`config.mk`:
```
export PLATFORM = sky130hd
export DESIGN_NAME = dcb_store
export DESIGN_NICKNAME = d
export VERILOG_FILES = /design/src/dcb_pkg.sv /design/src/dcb_store.sv /design/src/dcb_cfg_mem.sv /design/src/dcb_cfg_check.sv
export SDC_FILE = /design/constraint.sdc
export NUM_CORES = 1
export LEC_CHECK = 0
export BUFFER_PORTS_ARGS = -buffer_cell sky130_fd_sc_hd__clkbuf_2
export CORE_MARGIN = 2
export CORE_UTILIZATION = 45
export DETAILED_ROUTE_END_ITERATION = 6
export PLACE_DENSITY = 0.68
export SLEW_MARGIN = 20
export SYNTH_ARGS = -nofsm -noshare
export SYNTH_HDL_FRONTEND = slang
export SYNTH_SLANG_ARGS = --single-unit
```
`constraint.sdc`:
```
create_clock -name ref_clk -period 6.15 [get_ports ref_clk]
set_input_delay 1.23 -clock ref_clk [delete_from_list [all_inputs] [get_ports ref_clk]]
set_output_delay 1.23 -clock ref_clk [all_outputs]
set_load 0.05 [all_outputs]
```
`src/dcb_pkg.sv`:
```
// constants, types and decode helpers of the configuration bit store
// Behaviour
// - volatile form reloads bytes from flash every reset
// - programmed bit reads 0, unprogrammed reads 1
// - volatile bytes take one write after load
// - flash word is three bytes, low byte used
// - last page erase locks program memory access
// - nonvolatile bytes persist yet stay reprogrammable
// - nonvolatile bytes reached only by table instructions
// - each register is one low byte
// - safety check upset raises mismatch reset
// - three-bit field picks default oscillator
// - watchdog enable, prescaler 1:128 or 1:32
// - watchdog postscaler from 1:1 to 1:32768
// - two-bit field picks primary oscillator mode
// - two-bit field picks switching and monitor combo
// - lock bit picks one-time or free remapping
// - test port enable takes pins from I/O
// - pin function bit picks I/O or clock output
// - three bits enable segment code protection
// - two-speed start-up and secondary oscillator power
// - fields tie alternate register sets to priorities
package dcb_pkg;
  localparam int CFG_NUM = 6;
  localparam int CFG_W = 8;
  localparam int CFG_IW = 3;
  localparam logic [23:0] ADDR_GEN_PROT = 24'hF80004;
  localparam logic [23:0] ADDR_OSC_SEL = 24'hF80006;
  localparam logic [23:0] ADDR_OSC_CFG = 24'hF80008;
  localparam logic [23:0] ADDR_WDT_CFG = 24'hF8000A;
  localparam logic [23:0] ADDR_RST_CFG = 24'hF8000C;
  localparam logic [23:0] ADDR_DBG_CFG = 24'hF8000E;
  localparam logic [23:0] FLASH_CFG_BASE = 24'h0057F0;
  localparam logic [23:0] FLASH_STRIDE = 24'h000002;
  localparam logic [7:0] UNPROG_BYTE = 8'hFF;
  localparam logic [15:0] UNIMPL_HI = 16'h0000;
  localparam logic [2:0] LAST_IDX = 3'h5;
  localparam int IDX_GEN_PROT = 0;
  localparam int IDX_OSC_SEL = 1;
  localparam int IDX_OSC_CFG = 2;
  localparam int IDX_WDT_CFG = 3;
  localparam int IDX_RST_CFG = 4;
  localparam int IDX_DBG_CFG = 5;
  localparam int GP_GEN_BIT = 0;
  localparam int GP_BOOT_BIT = 1;
  localparam int GP_CFG_BIT = 2;
  localparam int OS_INITIAL_OSC_SELECT_LSB = 0;
  localparam int OS_TWOSPD_BIT = 7;
  localparam int OC_POSC_LSB = 0;
  localparam int OC_PINFN_BIT = 2;
  localparam int OC_SOSC_BIT = 3;
  localparam int OC_MAPLOCK_BIT = 5;
  localparam int OC_CKSM_LSB = 6;
  localparam int WD_POST_LSB = 0;
  localparam int WD_PRE_BIT = 4;
  localparam int WD_EN_BIT = 7;
  localparam int RC_CTX1_LSB = 0;
  localparam int RC_CTX2_LSB = 4;
  localparam int DB_TEST_BIT = 5;
  localparam logic [7:0] WDT_PRE_RATIO_HI = 8'h80;
  localparam logic [7:0] WDT_PRE_RATIO_LO = 8'h20;
  localparam logic [15:0] WDT_POST_UNIT = 16'h0001;

  typedef enum logic [1:0] {POSC_EC, POSC_XT, POSC_HS, POSC_OFF} dcb_posc_e;
  typedef enum logic [1:0] {LD_START, LD_REQ, LD_WAIT, LD_DONE} dcb_load_e;
  typedef enum logic [1:0] {TB_IDLE, TB_READ, TB_ACK} dcb_tbl_e;

  typedef struct packed {
    logic wr;
    logic [23:0] addr;
    logic [7:0] wdata;
  } dcb_tbl_req_s;

  typedef struct packed {
    logic general_segment_protect_en;
    logic boot_segment_protect_en;
    logic config_segment_protect_en;
    logic [2:0] initial_osc_select;
    logic watchdog_enable;
    logic watchdog_prescale_sel;
    logic [7:0] wdt_prescale_ratio;
    logic [3:0] watchdog_postscale_sel;
    logic [15:0] wdt_postscale_ratio;
    logic two_speed_startup_en;
    logic pin_mapping_lock;
    logic test_port_enable;
    logic test_pins_gpio_en;
    logic osc_pin_function_sel;
    logic secondary_osc_pin_clock_out;
    dcb_posc_e primary_osc_mode;
    logic clk_switch_en;
    logic fail_safe_monitor_en;
    logic secondary_osc_power_sel;
    logic [1:0][2:0] alt_regset_priority_assoc;
  } dcb_opts_s;

  function automatic logic cfg_hit(input logic [23:0] addr);
    return (addr >= ADDR_GEN_PROT) && (addr <= ADDR_DBG_CFG) && !addr[0];
  endfunction : cfg_hit

  function automatic logic [2:0] cfg_index(input logic [23:0] addr);
    logic [23:0] diff;
    diff = addr - ADDR_GEN_PROT;
    return diff[3:1];
  endfunction : cfg_index
endpackage : dcb_pkg

```
`src/dcb_store.sv`:
```
// configuration bit store: reset loader, table access, lock and option decode
module dcb_store #(
  parameter bit VOLATILE_FORM = 1'b1,
  parameter logic [23:0] FLASH_BASE = dcb_pkg::FLASH_CFG_BASE
) (
  input wire logic ref_clk,
  input wire logic rstn,
  input wire logic tbl_valid,
  input wire dcb_pkg::dcb_tbl_req_s tbl_cmd,
  output logic tbl_ack,
  output logic [23:0] tbl_rdata,
  output logic flash_rd_req,
  output logic [23:0] flash_rd_addr,
  input wire logic [23:0] flash_rd_data,
  input wire logic flash_rd_valid,
  input wire logic last_page_erase,
  input wire logic upset_strobe,
  input wire logic [2:0] upset_sel,
  output logic cfg_ready,
  output logic prog_mem_lock,
  output logic config_mismatch_reset,
  output dcb_pkg::dcb_opts_s opts
);
  localparam int N = dcb_pkg::CFG_NUM;
  localparam int W = dcb_pkg::CFG_W;

  logic rst_s1_r;
  logic rst_s2_r;
  logic rst_n;

  always_ff @(posedge ref_clk or negedge rstn) begin
    if (!rstn) begin
      rst_s1_r <= 1'b0;
      rst_s2_r <= 1'b0;
    end else begin
      rst_s1_r <= 1'b1;
      rst_s2_r <= rst_s1_r;
    end
  end

  assign rst_n = rst_s2_r;

  // reset loader
  dcb_pkg::dcb_load_e ld_st_r;
  dcb_pkg::dcb_load_e ld_st_nxt;
  logic [2:0] ld_idx_r;
  logic [2:0] ld_idx_nxt;
  logic [23:0] ld_addr_r;
  logic [23:0] ld_addr_nxt;
  logic ld_wr;

  always_comb begin
    ld_st_nxt = ld_st_r;
    ld_idx_nxt = ld_idx_r;
    ld_addr_nxt = ld_addr_r;
    ld_wr = 1'b0;
    case (ld_st_r)
      dcb_pkg::LD_START: begin
        ld_idx_nxt = 3'h0;
        ld_addr_nxt = FLASH_BASE;
        // the nonvolatile form keeps its cells and skips the copy
        ld_st_nxt = VOLATILE_FORM ? dcb_pkg::LD_REQ : dcb_pkg::LD_DONE;
      end
      dcb_pkg::LD_REQ: begin
        ld_st_nxt = dcb_pkg::LD_WAIT;
      end
      dcb_pkg::LD_WAIT: begin
        if (flash_rd_valid) begin
          ld_wr = 1'b1;
          if (ld_idx_r == dcb_pkg::LAST_IDX) begin
            ld_st_nxt = dcb_pkg::LD_DONE;
          end else begin
            ld_idx_nxt = ld_idx_r + 3'h1;
            ld_addr_nxt = ld_addr_r + dcb_pkg::FLASH_STRIDE;
            ld_st_nxt = dcb_pkg::LD_REQ;
          end
        end
      end
      dcb_pkg::LD_DONE: begin
        ld_st_nxt = dcb_pkg::LD_DONE;
      end
      default: begin
        ld_st_nxt = dcb_pkg::LD_START;
      end
    endcase
  end

  always_ff @(posedge ref_clk or negedge rst_n) begin
    if (!rst_n) begin
      ld_st_r <= dcb_pkg::LD_START;
      ld_idx_r <= 3'h0;
      ld_addr_r <= 24'h000000;
    end else begin
      ld_st_r <= ld_st_nxt;
      ld_idx_r <= ld_idx_nxt;
      ld_addr_r <= ld_addr_nxt;
    end
  end

  assign cfg_ready = (ld_st_r == dcb_pkg::LD_DONE);
  assign flash_rd_req = (ld_st_r == dcb_pkg::LD_REQ);
  assign flash_rd_addr = ld_addr_r;

  // erase protection outlives reset: the erased page stays erased
  logic erase_prot_r = 1'b0;
  logic erase_prot_nxt;

  assign erase_prot_nxt = erase_prot_r | last_page_erase;

  always_ff @(posedge ref_clk) begin
    erase_prot_r <= erase_prot_nxt;
  end

  assign prog_mem_lock = erase_prot_r;

  // table access path
  dcb_pkg::dcb_tbl_e tb_st_r;
  dcb_pkg::dcb_tbl_e tb_st_nxt;
  logic [23:0] rdata_r;
  logic [23:0] rdata_nxt;
  logic hit_r;
  logic hit_nxt;
  logic take;
  logic tb_hit;
  logic tb_wr;
  logic [2:0] tb_idx;
  logic [N-1:0] lock_r;
  logic [N-1:0] lock_nxt;
  logic [W-1:0] mem_rd;
  logic mem_wr;
  logic [2:0] mem_wr_idx;
  logic [W-1:0] mem_wr_data;
  logic [N*W-1:0] cells;

  // requests wait while the loader runs, so software never sees stale bytes
  assign take = (tb_st_r == dcb_pkg::TB_IDLE) && tbl_valid && cfg_ready;
  assign tb_hit = dcb_pkg::cfg_hit(tbl_cmd.addr) && !erase_prot_r;
  assign tb_idx = dcb_pkg::cfg_index(tbl_cmd.addr);
  assign tb_wr = take && tbl_cmd.wr && tb_hit && (!VOLATILE_FORM || !lock_r[tb_idx]);

  always_comb begin
    tb_st_nxt = tb_st_r;
    rdata_nxt = rdata_r;
    hit_nxt = hit_r;
    case (tb_st_r)
      dcb_pkg::TB_IDLE: begin
        if (take) begin
          hit_nxt = tb_hit;
          tb_st_nxt = tbl_cmd.wr ? dcb_pkg::TB_ACK : dcb_pkg::TB_READ;
        end
      end
      dcb_pkg::TB_READ: begin
        rdata_nxt = hit_r ? {dcb_pkg::UNIMPL_HI, mem_rd} : 24'h000000;
        tb_st_nxt = dcb_pkg::TB_ACK;
      end
      dcb_pkg::TB_ACK: begin
        tb_st_nxt = dcb_pkg::TB_IDLE;
      end
      default: begin
        tb_st_nxt = dcb_pkg::TB_IDLE;
      end
    endcase
  end

  always_comb begin
    lock_nxt = lock_r;
    // only software writes lock; the loader fill does not count
    if (tb_wr && VOLATILE_FORM) begin
      lock_nxt[tb_idx] = 1'b1;
    end
  end

  always_ff @(posedge ref_clk or negedge rst_n) begin
    if (!rst_n) begin
      tb_st_r <= dcb_pkg::TB_IDLE;
      rdata_r <= 24'h000000;
      hit_r <= 1'b0;
      lock_r <= '0;
    end else begin
      tb_st_r <= tb_st_nxt;
      rdata_r <= rdata_nxt;
      hit_r <= hit_nxt;
      lock_r <= lock_nxt;
    end
  end

  assign tbl_ack = (tb_st_r == dcb_pkg::TB_ACK);
  assign tbl_rdata = rdata_r;

  assign mem_wr = ld_wr | tb_wr;
  assign mem_wr_idx = ld_wr ? ld_idx_r : tb_idx;
  // upper two bytes of the flash word are not implemented
  assign mem_wr_data = ld_wr ? flash_rd_data[W-1:0] : tbl_cmd.wdata;

  dcb_cfg_mem #(
    .N(N),
    .W(W),
    .INIT(dcb_pkg::UNPROG_BYTE)
  ) u_mem (
    .clk(ref_clk),
    .wr_en(mem_wr),
    .wr_idx(mem_wr_idx),
    .wr_data(mem_wr_data),
    .rd_en(take && !tbl_cmd.wr),
    .rd_idx(tb_idx),
    .rd_data(mem_rd),
    .upset_en(upset_strobe),
    .upset_idx(upset_sel),
    .cells(cells)
  );

  dcb_cfg_check #(
    .N(N),
    .W(W),
    .INIT(dcb_pkg::UNPROG_BYTE)
  ) u_check (
    .clk(ref_clk),
    .rst_n(rst_n),
    .wr_en(mem_wr),
    .wr_idx(mem_wr_idx),
    .wr_data(mem_wr_data),
    .cells(cells),
    .armed(cfg_ready),
    .mismatch_rst(config_mismatch_reset)
  );

  // option decode
  logic [W-1:0] gp;
  logic [W-1:0] os;
  logic [W-1:0] oc;
  logic [W-1:0] wd;
  logic [W-1:0] rc;
  logic [W-1:0] db;
  dcb_pkg::dcb_opts_s opts_r;
  dcb_pkg::dcb_opts_s opts_nxt;
  dcb_pkg::dcb_posc_e posc;

  assign gp = cells[dcb_pkg::IDX_GEN_PROT*W +: W];
  assign os = cells[dcb_pkg::IDX_OSC_SEL*W +: W];
  assign oc = cells[dcb_pkg::IDX_OSC_CFG*W +: W];
  assign wd = cells[dcb_pkg::IDX_WDT_CFG*W +: W];
  assign rc = cells[dcb_pkg::IDX_RST_CFG*W +: W];
  assign db = cells[dcb_pkg::IDX_DBG_CFG*W +: W];
  assign posc = dcb_pkg::dcb_posc_e'(oc[dcb_pkg::OC_POSC_LSB +: 2]);

  always_comb begin
    opts_nxt = '0;
    // protection is on when its bit is programmed to 0
    opts_nxt.general_segment_protect_en = !gp[dcb_pkg::GP_GEN_BIT];
    opts_nxt.boot_segment_protect_en = !gp[dcb_pkg::GP_BOOT_BIT];
    opts_nxt.config_segment_protect_en = !gp[dcb_pkg::GP_CFG_BIT];
    opts_nxt.initial_osc_select = os[dcb_pkg::OS_INITIAL_OSC_SELECT_LSB +: 3];
    opts_nxt.two_speed_startup_en = os[dcb_pkg::OS_TWOSPD_BIT];
    opts_nxt.primary_osc_mode = posc;
    opts_nxt.osc_pin_function_sel = oc[dcb_pkg::OC_PINFN_BIT];
    // the pin is free for the clock only when no crystal sits on it
    opts_nxt.secondary_osc_pin_clock_out = oc[dcb_pkg::OC_PINFN_BIT] &&
      ((posc == dcb_pkg::POSC_EC) || (posc == dcb_pkg::POSC_OFF));
    opts_nxt.secondary_osc_power_sel = oc[dcb_pkg::OC_SOSC_BIT];
    opts_nxt.pin_mapping_lock = oc[dcb_pkg::OC_MAPLOCK_BIT];
    case (oc[dcb_pkg::OC_CKSM_LSB +: 2])
      2'h0: begin
        opts_nxt.clk_switch_en = 1'b1;
        opts_nxt.fail_safe_monitor_en = 1'b1;
      end
      2'h1: begin
        opts_nxt.clk_switch_en = 1'b1;
      end
      default: begin
        opts_nxt.clk_switch_en = 1'b0;
      end
    endcase
    opts_nxt.watchdog_enable = wd[dcb_pkg::WD_EN_BIT];
    opts_nxt.watchdog_prescale_sel = wd[dcb_pkg::WD_PRE_BIT];
    opts_nxt.wdt_prescale_ratio = wd[dcb_pkg::WD_PRE_BIT] ?
      dcb_pkg::WDT_PRE_RATIO_HI : dcb_pkg::WDT_PRE_RATIO_LO;
    opts_nxt.watchdog_postscale_sel = wd[dcb_pkg::WD_POST_LSB +: 4];
    opts_nxt.wdt_postscale_ratio = dcb_pkg::WDT_POST_UNIT << wd[dcb_pkg::WD_POST_LSB +: 4];
    opts_nxt.alt_regset_priority_assoc[0] = rc[dcb_pkg::RC_CTX1_LSB +: 3];
    opts_nxt.alt_regset_priority_assoc[1] = rc[dcb_pkg::RC_CTX2_LSB +: 3];
    opts_nxt.test_port_enable = db[dcb_pkg::DB_TEST_BIT];
    opts_nxt.test_pins_gpio_en = !db[dcb_pkg::DB_TEST_BIT];
  end

  always_ff @(posedge ref_clk or negedge rst_n) begin
    if (!rst_n) begin
      opts_r <= '0;
    end else begin
      opts_r <= opts_nxt;
    end
  end

  assign opts = opts_r;
endmodule : dcb_store

```
`src/dcb_cfg_mem.sv`:
```
// storage cells of the configuration bytes with one registered read port
module dcb_cfg_mem #(
  parameter int N = dcb_pkg::CFG_NUM,
  parameter int W = dcb_pkg::CFG_W,
  parameter logic [W-1:0] INIT = dcb_pkg::UNPROG_BYTE
) (
  input wire logic clk,
  input wire logic wr_en,
  input wire logic [dcb_pkg::CFG_IW-1:0] wr_idx,
  input wire logic [W-1:0] wr_data,
  input wire logic rd_en,
  input wire logic [dcb_pkg::CFG_IW-1:0] rd_idx,
  output logic [W-1:0] rd_data,
  input wire logic upset_en,
  input wire logic [dcb_pkg::CFG_IW-1:0] upset_idx,
  output logic [N*W-1:0] cells
);
  // no reset on purpose: contents must survive a device reset
  logic [N-1:0][W-1:0] cell_r = {N{INIT}};
  logic [N-1:0][W-1:0] cell_nxt;
  logic [W-1:0] rd_r = '0;
  logic [W-1:0] rd_nxt;

  always_comb begin
    cell_nxt = cell_r;
    rd_nxt = rd_r;
    if (wr_en && (wr_idx < N)) begin
      cell_nxt[wr_idx] = wr_data;
    end
    // disturbance hook: flips bit 0 so the safety check can see it
    if (upset_en && (upset_idx < N)) begin
      cell_nxt[upset_idx] = cell_nxt[upset_idx] ^ W'(1);
    end
    if (rd_en && (rd_idx < N)) begin
      rd_nxt = cell_r[rd_idx];
    end
  end

  always_ff @(posedge clk) begin
    cell_r <= cell_nxt;
    rd_r <= rd_nxt;
  end

  assign rd_data = rd_r;
  assign cells = cell_r;
endmodule : dcb_cfg_mem

```
`src/dcb_cfg_check.sv`:
```
// complement shadow of the configuration bytes and mismatch detector
module dcb_cfg_check #(
  parameter int N = dcb_pkg::CFG_NUM,
  parameter int W = dcb_pkg::CFG_W,
  parameter logic [W-1:0] INIT = dcb_pkg::UNPROG_BYTE
) (
  input wire logic clk,
  input wire logic rst_n,
  input wire logic wr_en,
  input wire logic [dcb_pkg::CFG_IW-1:0] wr_idx,
  input wire logic [W-1:0] wr_data,
  input wire logic [N*W-1:0] cells,
  input wire logic armed,
  output logic mismatch_rst
);
  // stored inverted so a stuck or flipped pair cannot agree by accident
  logic [N-1:0][W-1:0] inv_r = {N{~INIT}};
  logic [N-1:0][W-1:0] inv_nxt;
  logic miss_r, miss_nxt, pulse_r, pulse_nxt;

  always_comb begin
    inv_nxt = inv_r;
    if (wr_en && (wr_idx < N)) begin
      inv_nxt[wr_idx] = ~wr_data;
    end
    miss_nxt = armed && (cells != ~inv_r);
    pulse_nxt = miss_nxt && !miss_r;
  end

  always_ff @(posedge clk) begin
    inv_r <= inv_nxt;
  end

  always_ff @(posedge clk or negedge rst_n) begin
    if (!rst_n) begin
      miss_r <= 1'b0;
      pulse_r <= 1'b0;
    end else begin
      miss_r <= miss_nxt;
      pulse_r <= pulse_nxt;
    end
  end

  assign mismatch_rst = pulse_r;
endmodule : dcb_cfg_check

```
=== Yosys cells after proc, flatten, opt, wreduce, memory -nomap -nowiden ===
Cells that the tools add are included.

* Add/subtract/negate cells: 3
* Multipliers: 0
* Divide/modulo/power cells: 0
* $lt $le $gt $ge: 11
* Equal/unequal tests: 12
* Shifts and indexed selects: 1
* Muxes and demuxes: 37
* Bitwise logic cells: 6
* Reductions and logical operators: 36

{| class="wikitable"
|+ Operators by type and width
! cell !! count
|-
| bitwise mux 48 bit || 3
|-
| two-way mux 48 bit || 2
|-
| two-way mux 8 bit || 7
|-
| binary-select mux 8 bit (select 3 bit) || 2
|-
| demux 8 bit (select 3 bit) || 2
|-
| two-way mux 24 bit || 2
|-
| inequality test 48 bit || 1
|-
| inverter 48 bit || 1
|-
| case mux 24 bit (2 select lines) || 1
|-
| adder 24 x 2 -> 24 bit (second input constant) || 1
|-
| >= comparator 24 bit (second input constant) || 1
|-
| <= comparator 24 bit (second input constant) || 1
|-
| logical AND 1 bit || 18
|-
| << shifter 1 x 4 -> 16 bit (first input constant) || 1
|-
| < comparator 3 x 4 -> 1 bit (second input constant) || 3
|-
| >= comparator 3 x 1 -> 1 bit (second input constant) || 3
|-
| zero test 1 bit || 9
|-
| < comparator 3 bit (second input constant) || 3
|-
| two-way mux 3 bit || 3
|-
| == test 2 bit (second input constant) || 4
|-
| zero test 2 bit || 4
|-
| two-way mux 2 bit || 4
|-
| inverter 8 bit || 1
|-
| case mux 2 bit (4 select lines) || 1
|-
| other kinds (18) || 28
|}

* Flip-flop bits (word level): 224
* Bits in latches: 0
* RAM bits: 0
* Memory bits (read-only): 0
* Input port bits: 66
* Logic and storage cells: 152
* Memories: 0

=== Longest topological paths before layout ===
* Depth after elaboration: 14
* Depth in mapped cells: 10
* Gate-level depth less buffers: 9

=== Modules after synthesis ===
A second synthesis with hierarchy kept.

* Cell total of the unflattened synthesis: 672
* Area total of the unflattened synthesis: 8505.7 um2

{| class="wikitable"
|+ By module, submodules not included
! module !! instances !! cells an instance !! area each (um2) !! sequential area each (um2)
|-
| dcb_store || 1 || 373 || 4057.6 || 2347.3
|-
| dcb_cfg_mem || 1 || 166 || 2323.5 || 1201.2
|-
| dcb_cfg_check || 1 || 133 || 2124.5 || 1491.4
|}

=== Worst setup path before layout ===
No wires, ideal clock.

* Path kind: input to register
* Start point: input tbl_cmd[10] (netlist bit)
* End point: register u_check.inv_r[32] (netlist bit), enable pin
* Library setup time: 0.324 ns
* Data arrival time: 3.307 ns
* Path slack: 2.519 ns
* Stages: 9
* Buffers on the path: 2
* Cell sequence: buf_6 > inv_1 > ha_1 > nor2b_1 > a222oi_1 > nand2_2 > o31a_1 > buf_2 > inv_1

* Cells in the longest elaborated chain, start to end: 8
* Elaborated cells between the ends (all ways): 15

{| class="wikitable"
|+ Ends and longest elaborated chain
! element !! line !! text
|-
| start, declared || dcb_store.sv:9 || <nowiki>input wire dcb_pkg::dcb_tbl_req_s tbl_cmd,</nowiki>
|-
| >= comparator 24 bit / <= comparator 24 bit (equally long branches) || dcb_pkg.sv:98 || <nowiki>return (addr >= ADDR_GEN_PROT) && (addr <= ADDR_DBG_CFG) && !addr[0];</nowiki>
|-
| logical AND 1 bit (2 in series) || dcb_pkg.sv:98 ||
|-
| logical AND 1 bit || dcb_store.sv:137 || <nowiki>assign tb_hit = dcb_pkg::cfg_hit(tbl_cmd.addr) && !erase_prot_r;</nowiki>
|-
| logical AND 1 bit (2 in series) || dcb_store.sv:139 || <nowiki>assign tb_wr = take && tbl_cmd.wr && tb_hit && (!VOLATILE_FORM || !lock_r[tb_idx]);</nowiki>
|-
| OR 1 bit || dcb_store.sv:190 || <nowiki>assign mem_wr = ld_wr | tb_wr;</nowiki>
|-
| logical AND 1 bit * || dcb_cfg_check.sv:23 || <nowiki>if (wr_en && (wr_idx < N)) begin</nowiki>
|-
| end signal, assigned || dcb_cfg_check.sv:31 || <nowiki>inv_r <= inv_nxt;</nowiki>
|-
| end, declared || dcb_cfg_check.sv:17 || <nowiki>logic [N-1:0][W-1:0] inv_r = {N{~INIT}};</nowiki>
|}

Every way passes the cells marked *; elsewhere a longest branch is shown, timed or not. The select of a mux whose other input is x is not followed.
A chain may end at the register's enable or synchronous reset.

=== Worst setup path after layout ===
* Start point: input tbl_cmd[10] (netlist bit)
* End point: register u_check.inv_r[44] (netlist bit), enable pin

Same word-level chain as after synthesis.

==> flow_metrics.py <==
metrics = {
    "outcome": {
        "status": "completed",
    },
    "floorplan": {
        "die_w_um": 140,
        "start_util_pct": 46.1,
        "io_pins": 172,
        "dieArea_um2": 19600,
        "die_h_um": 140,
        "core_um2": 18000,
        "rows": 49,
    },
    "setup_path": {
        "rr_worst_depth": 5,
        "cp_max_fo": 18,
        "worst_ep_arrival_time_ns": 4.55,
        "critPathLaunch": "tbl_cmd[10]",
        "cp-start-kind": "input port",
        "worstPathRequired_ns": 6.29,
        "rrSetupSlack_ns": 3.27,
        "regToRegStartpoint": "lock_r[4]$_DFFE_PN0P_",
        "path_class": "in -> reg",
        "worst_r2r_endpoint": "u_check.inv_r[44]$_DFFE_PP_",
        "cp-end-kind": "flip-flop",
        "crit_path_end": "u_check.inv_r[44]$_DFFE_PP_",
    },
    "detailed_routing": {
        "drcViolationCount": 0,
        "antenna_left": 0,
        "drt_wl_total_um": 18000,
        "wl_per_cell_um": 16.9,
        "dr_total_vias": 5407,
        "firstDrtPassIters": 4,
        "first_iter_violations": 347,
        "vias_per_cell": 5.07,
    },
    "synthesis": {
        "yosysTopAreaCellShare_pct": 28.6,
        "ys_seq_area_share_pct": 60.7,
        "synth_top_cell_by_area": "dfrtp_1",
        "synth-xor-area-share_pct": 7.91,
        "synth_edf_count": 56,
        "synthSimpleGateAreaFrac_pct": 13.7,
        "synth_top_family_by_area": "simple AND/OR/NAND/NOR gates",
        "synthMostInstantiatedCell": "dfrtp_1",
        "syn_area_um2": 8300,
        "ys_warn_count": 0,
        "synthCells": 695,
        "synth.avg_cell_area_um2": 11.9,
        "ys_top_cells_by_count": "dfrtp_1 (95), nand2_1 (82), xor2_1 (67), edfxtp_1 (56), dfxtp_1 (49)",
        "synth_mux_area_share_pct": 6.86,
        "synth-adder-area-share_pct": 1.05,
        "synth_compound_area_share_pct": 5.15,
        "synth_area_leaders": "dfrtp_1 (29%), edfxtp_1 (20%), dfxtp_1 (12%)",
        "async_flop_share_pct": 47.5,
        "synth-main-ff-cell": "dfrtp_1",
        "ys_seq_elements": 200,
        "synth.distinct_cells": 57,
    },
    "place": {
        "gp_congestion": 0.808,
        "dp_slack_ns": 1.28,
        "hpwlAfterDp_um": 12400,
        "dp.cells": 1034,
        "portBuffers": 132,
    },
    "final_layout": {
        "finalNetCount": 897,
        "n_antenna_cell": 0,
        "syn_to_final_growth_pct": 16.9,
        "finalNonFillerCells": 1066,
        "nFillCells": 1585,
        "drive_gt1_share_pct": 25.1,
    },
    "sta": {
        "relSlewSlack_pct": 34.5,
        "period_needed_ns": 4.41,
        "worstMarginPinSlew_ns": 0.974,
        "hold_violations": 0,
        "max_freq_ghz": 0.227,
        "min_period_over_period_pct": 71.7,
        "worst_slack_ns": 1.74,
        "finClkSkew_ns": 0.0126,
        "setup-tns-final_ns": 0,
        "fin_hold_ws_ns": 0.314,
        "maxSlewViolCount": 0,
        "setup_viol": 0,
        "rsz0062_at_grt": "false",
    },
    "global_routing": {
        "grt_pass1_wl_um": 28500,
        "antenna_found_initial": 0,
        "grt_overflow": 0,
        "grt_util_all_layers_pct": 18.9,
        "grt_max_degree": 57,
        "grt_pass1_vias": 5309,
    },
    "clock_network": {
        "cts.reportedPaths.clkPinSlew_ns": 0.08,
        "cts_hold_buf": 0,
        "insertion_delay_ns": 0.43,
        "clock_sinks": 200,
        "cts_buffer_depth": 2,
        "root_buffer": "clkbuf_16",
        "htreeDepth": 4,
        "cts_resized": 0,
        "cts_inserted_buffers": 17,
        "postCtsSetupBuffers": 0,
        "cts_tree": "done",
    },
    "power_and_ir_drop": {
        "pwr_density_cell_nw_per_um2": 452,
        "p_total_mw": 4.38,
        "p_leak_nw": 4.33,
        "peakVddDrop_uv": 287,
    },
    "hold_path": {
        "min_path_type": "reg -> async",
    },
    "job": {
        "maxCapViolCount": 0,
    },
}
[worst max-delay path, cell delays in order]
cell and delay (ns):
clkbuf_2 0.41, inv_1 0.18, ha_1 0.65, nor2b_1 0.12
a222oi_1 0.66, nand2_2 0.20, o31ai_4 0.78, buf_4 0.31
[layer usage]
layer	global-route usage, %	part of all wire, %	up-vias
li1	-	-	2622
met1	25.7	45	2621
met2	30.4	48	143
met3	3.48	4.9	21
met4	6.84	2.0	0
met5	0	0	-
[cell usage in the layout (no fill, tap or decap), types with 4 or more instances in the layout]
master     count
clkbuf_2     132
dfrtp_1       94
nand2_1       82
xor2_1        67
edfxtp_1      56
dfxtp_1       49
nor2_1        46
o21ai_0       30
conb_1        24
inv_1         23
mux2_2        19
nand4_1       19
nand3_1       17
clkbuf_16     17
mux2i_1       16
a21oi_1       15
nor3_1        11
xnor2_1        8
mux4_2         8
and4_1         7
nand2b_1       7
ha_1           7
nor4_1         6
nor2b_1        5
or4_1          5
inv_6          4
buf_4          4
[worst min path at each step]
| stage | cells after the start | to | slack (ns) | startpoint |
|---|---|---|---|---|
| 2_1_floorplan | 0 | opts[33]$_DFF_PN0_ | 0.33 | u_mem.cells[24]$_DFF_P_ |
| 3_3_place_gp | 0 | flash_rd_addr[6]$_DFFE_PN0P_ | 0.33 | rst_n$_DFF_PN0_ |
| 3_5_place_dp | 0 | flash_rd_addr[1]$_DFFE_PN0P_ | 0.33 | rst_n$_DFF_PN0_ |
| 4_1_cts | 0 | flash_rd_addr[1]$_DFFE_PN0P_ | 0.34 | rst_n$_DFF_PN0_ |
| 5_1_grt | 0 | flash_rd_addr[1]$_DFFE_PN0P_ | 0.37 | rst_n$_DFF_PN0_ |
| 6_report | 0 | flash_rd_addr[2]$_DFFE_PN0P_ | 0.31 | rst_n$_DFF_PN0_ |
[report_power, final]
group | internal [mW] | switching, mW | leakage [nW]
clock network | 0.625 | 0.539 | 0.307
logic | 0.370 | 0.895 | 1.90
registers | 1.67 | 0.281 | 2.12
[logic make-up after synthesis]
logic type,after synthesis
other,2
flip-flops,200
XOR/XNOR,75
buffers and inverters,71
multiplexers,44
AO/OA/AOI/OAI,67
AND/OR/NAND/NOR,229
adder cells (fa/ha/maj),7
[cell type report]
type / count / area (µm²) / area share [%]
repair buffers: 136 / 691 / 7.12
inverters: 23 / 86.3 / 0.889
well taps: 229 / 287 / 2.95
clock buffers: 17 / 425 / 4.38
multi-input cells: 446 / 2970 / 30.6
clock inverters: 15 / 204 / 2.10
flip-flops and latches: 200 / 5040 / 52.0
[registers in the layout, summed over array words and instances (netlist names)]
signal	cells
u_check.inv_r	48
u_mem.cells	48
opts	46
flash_rd_addr	23
tbl_rdata	8
u_mem.rd_data	8
lock_r	6
ld_idx_r	3
ld_st_r	2
tb_st_r	2
hit_r	1
prog_mem_lock	1
rst_n	1
rst_s1_r	1
u_check.mismatch_rst	1
u_check.miss_r	1
[through the flow]
stage,area [µm²],utilization [%]
final,9710,53.9
after global placement,9080,50.4
after detailed placement,9080,50.4
after CTS,9710,53.9
after floorplan,8390,-
after global routing,9710,53.9
(Power assumes the default switching activity.)
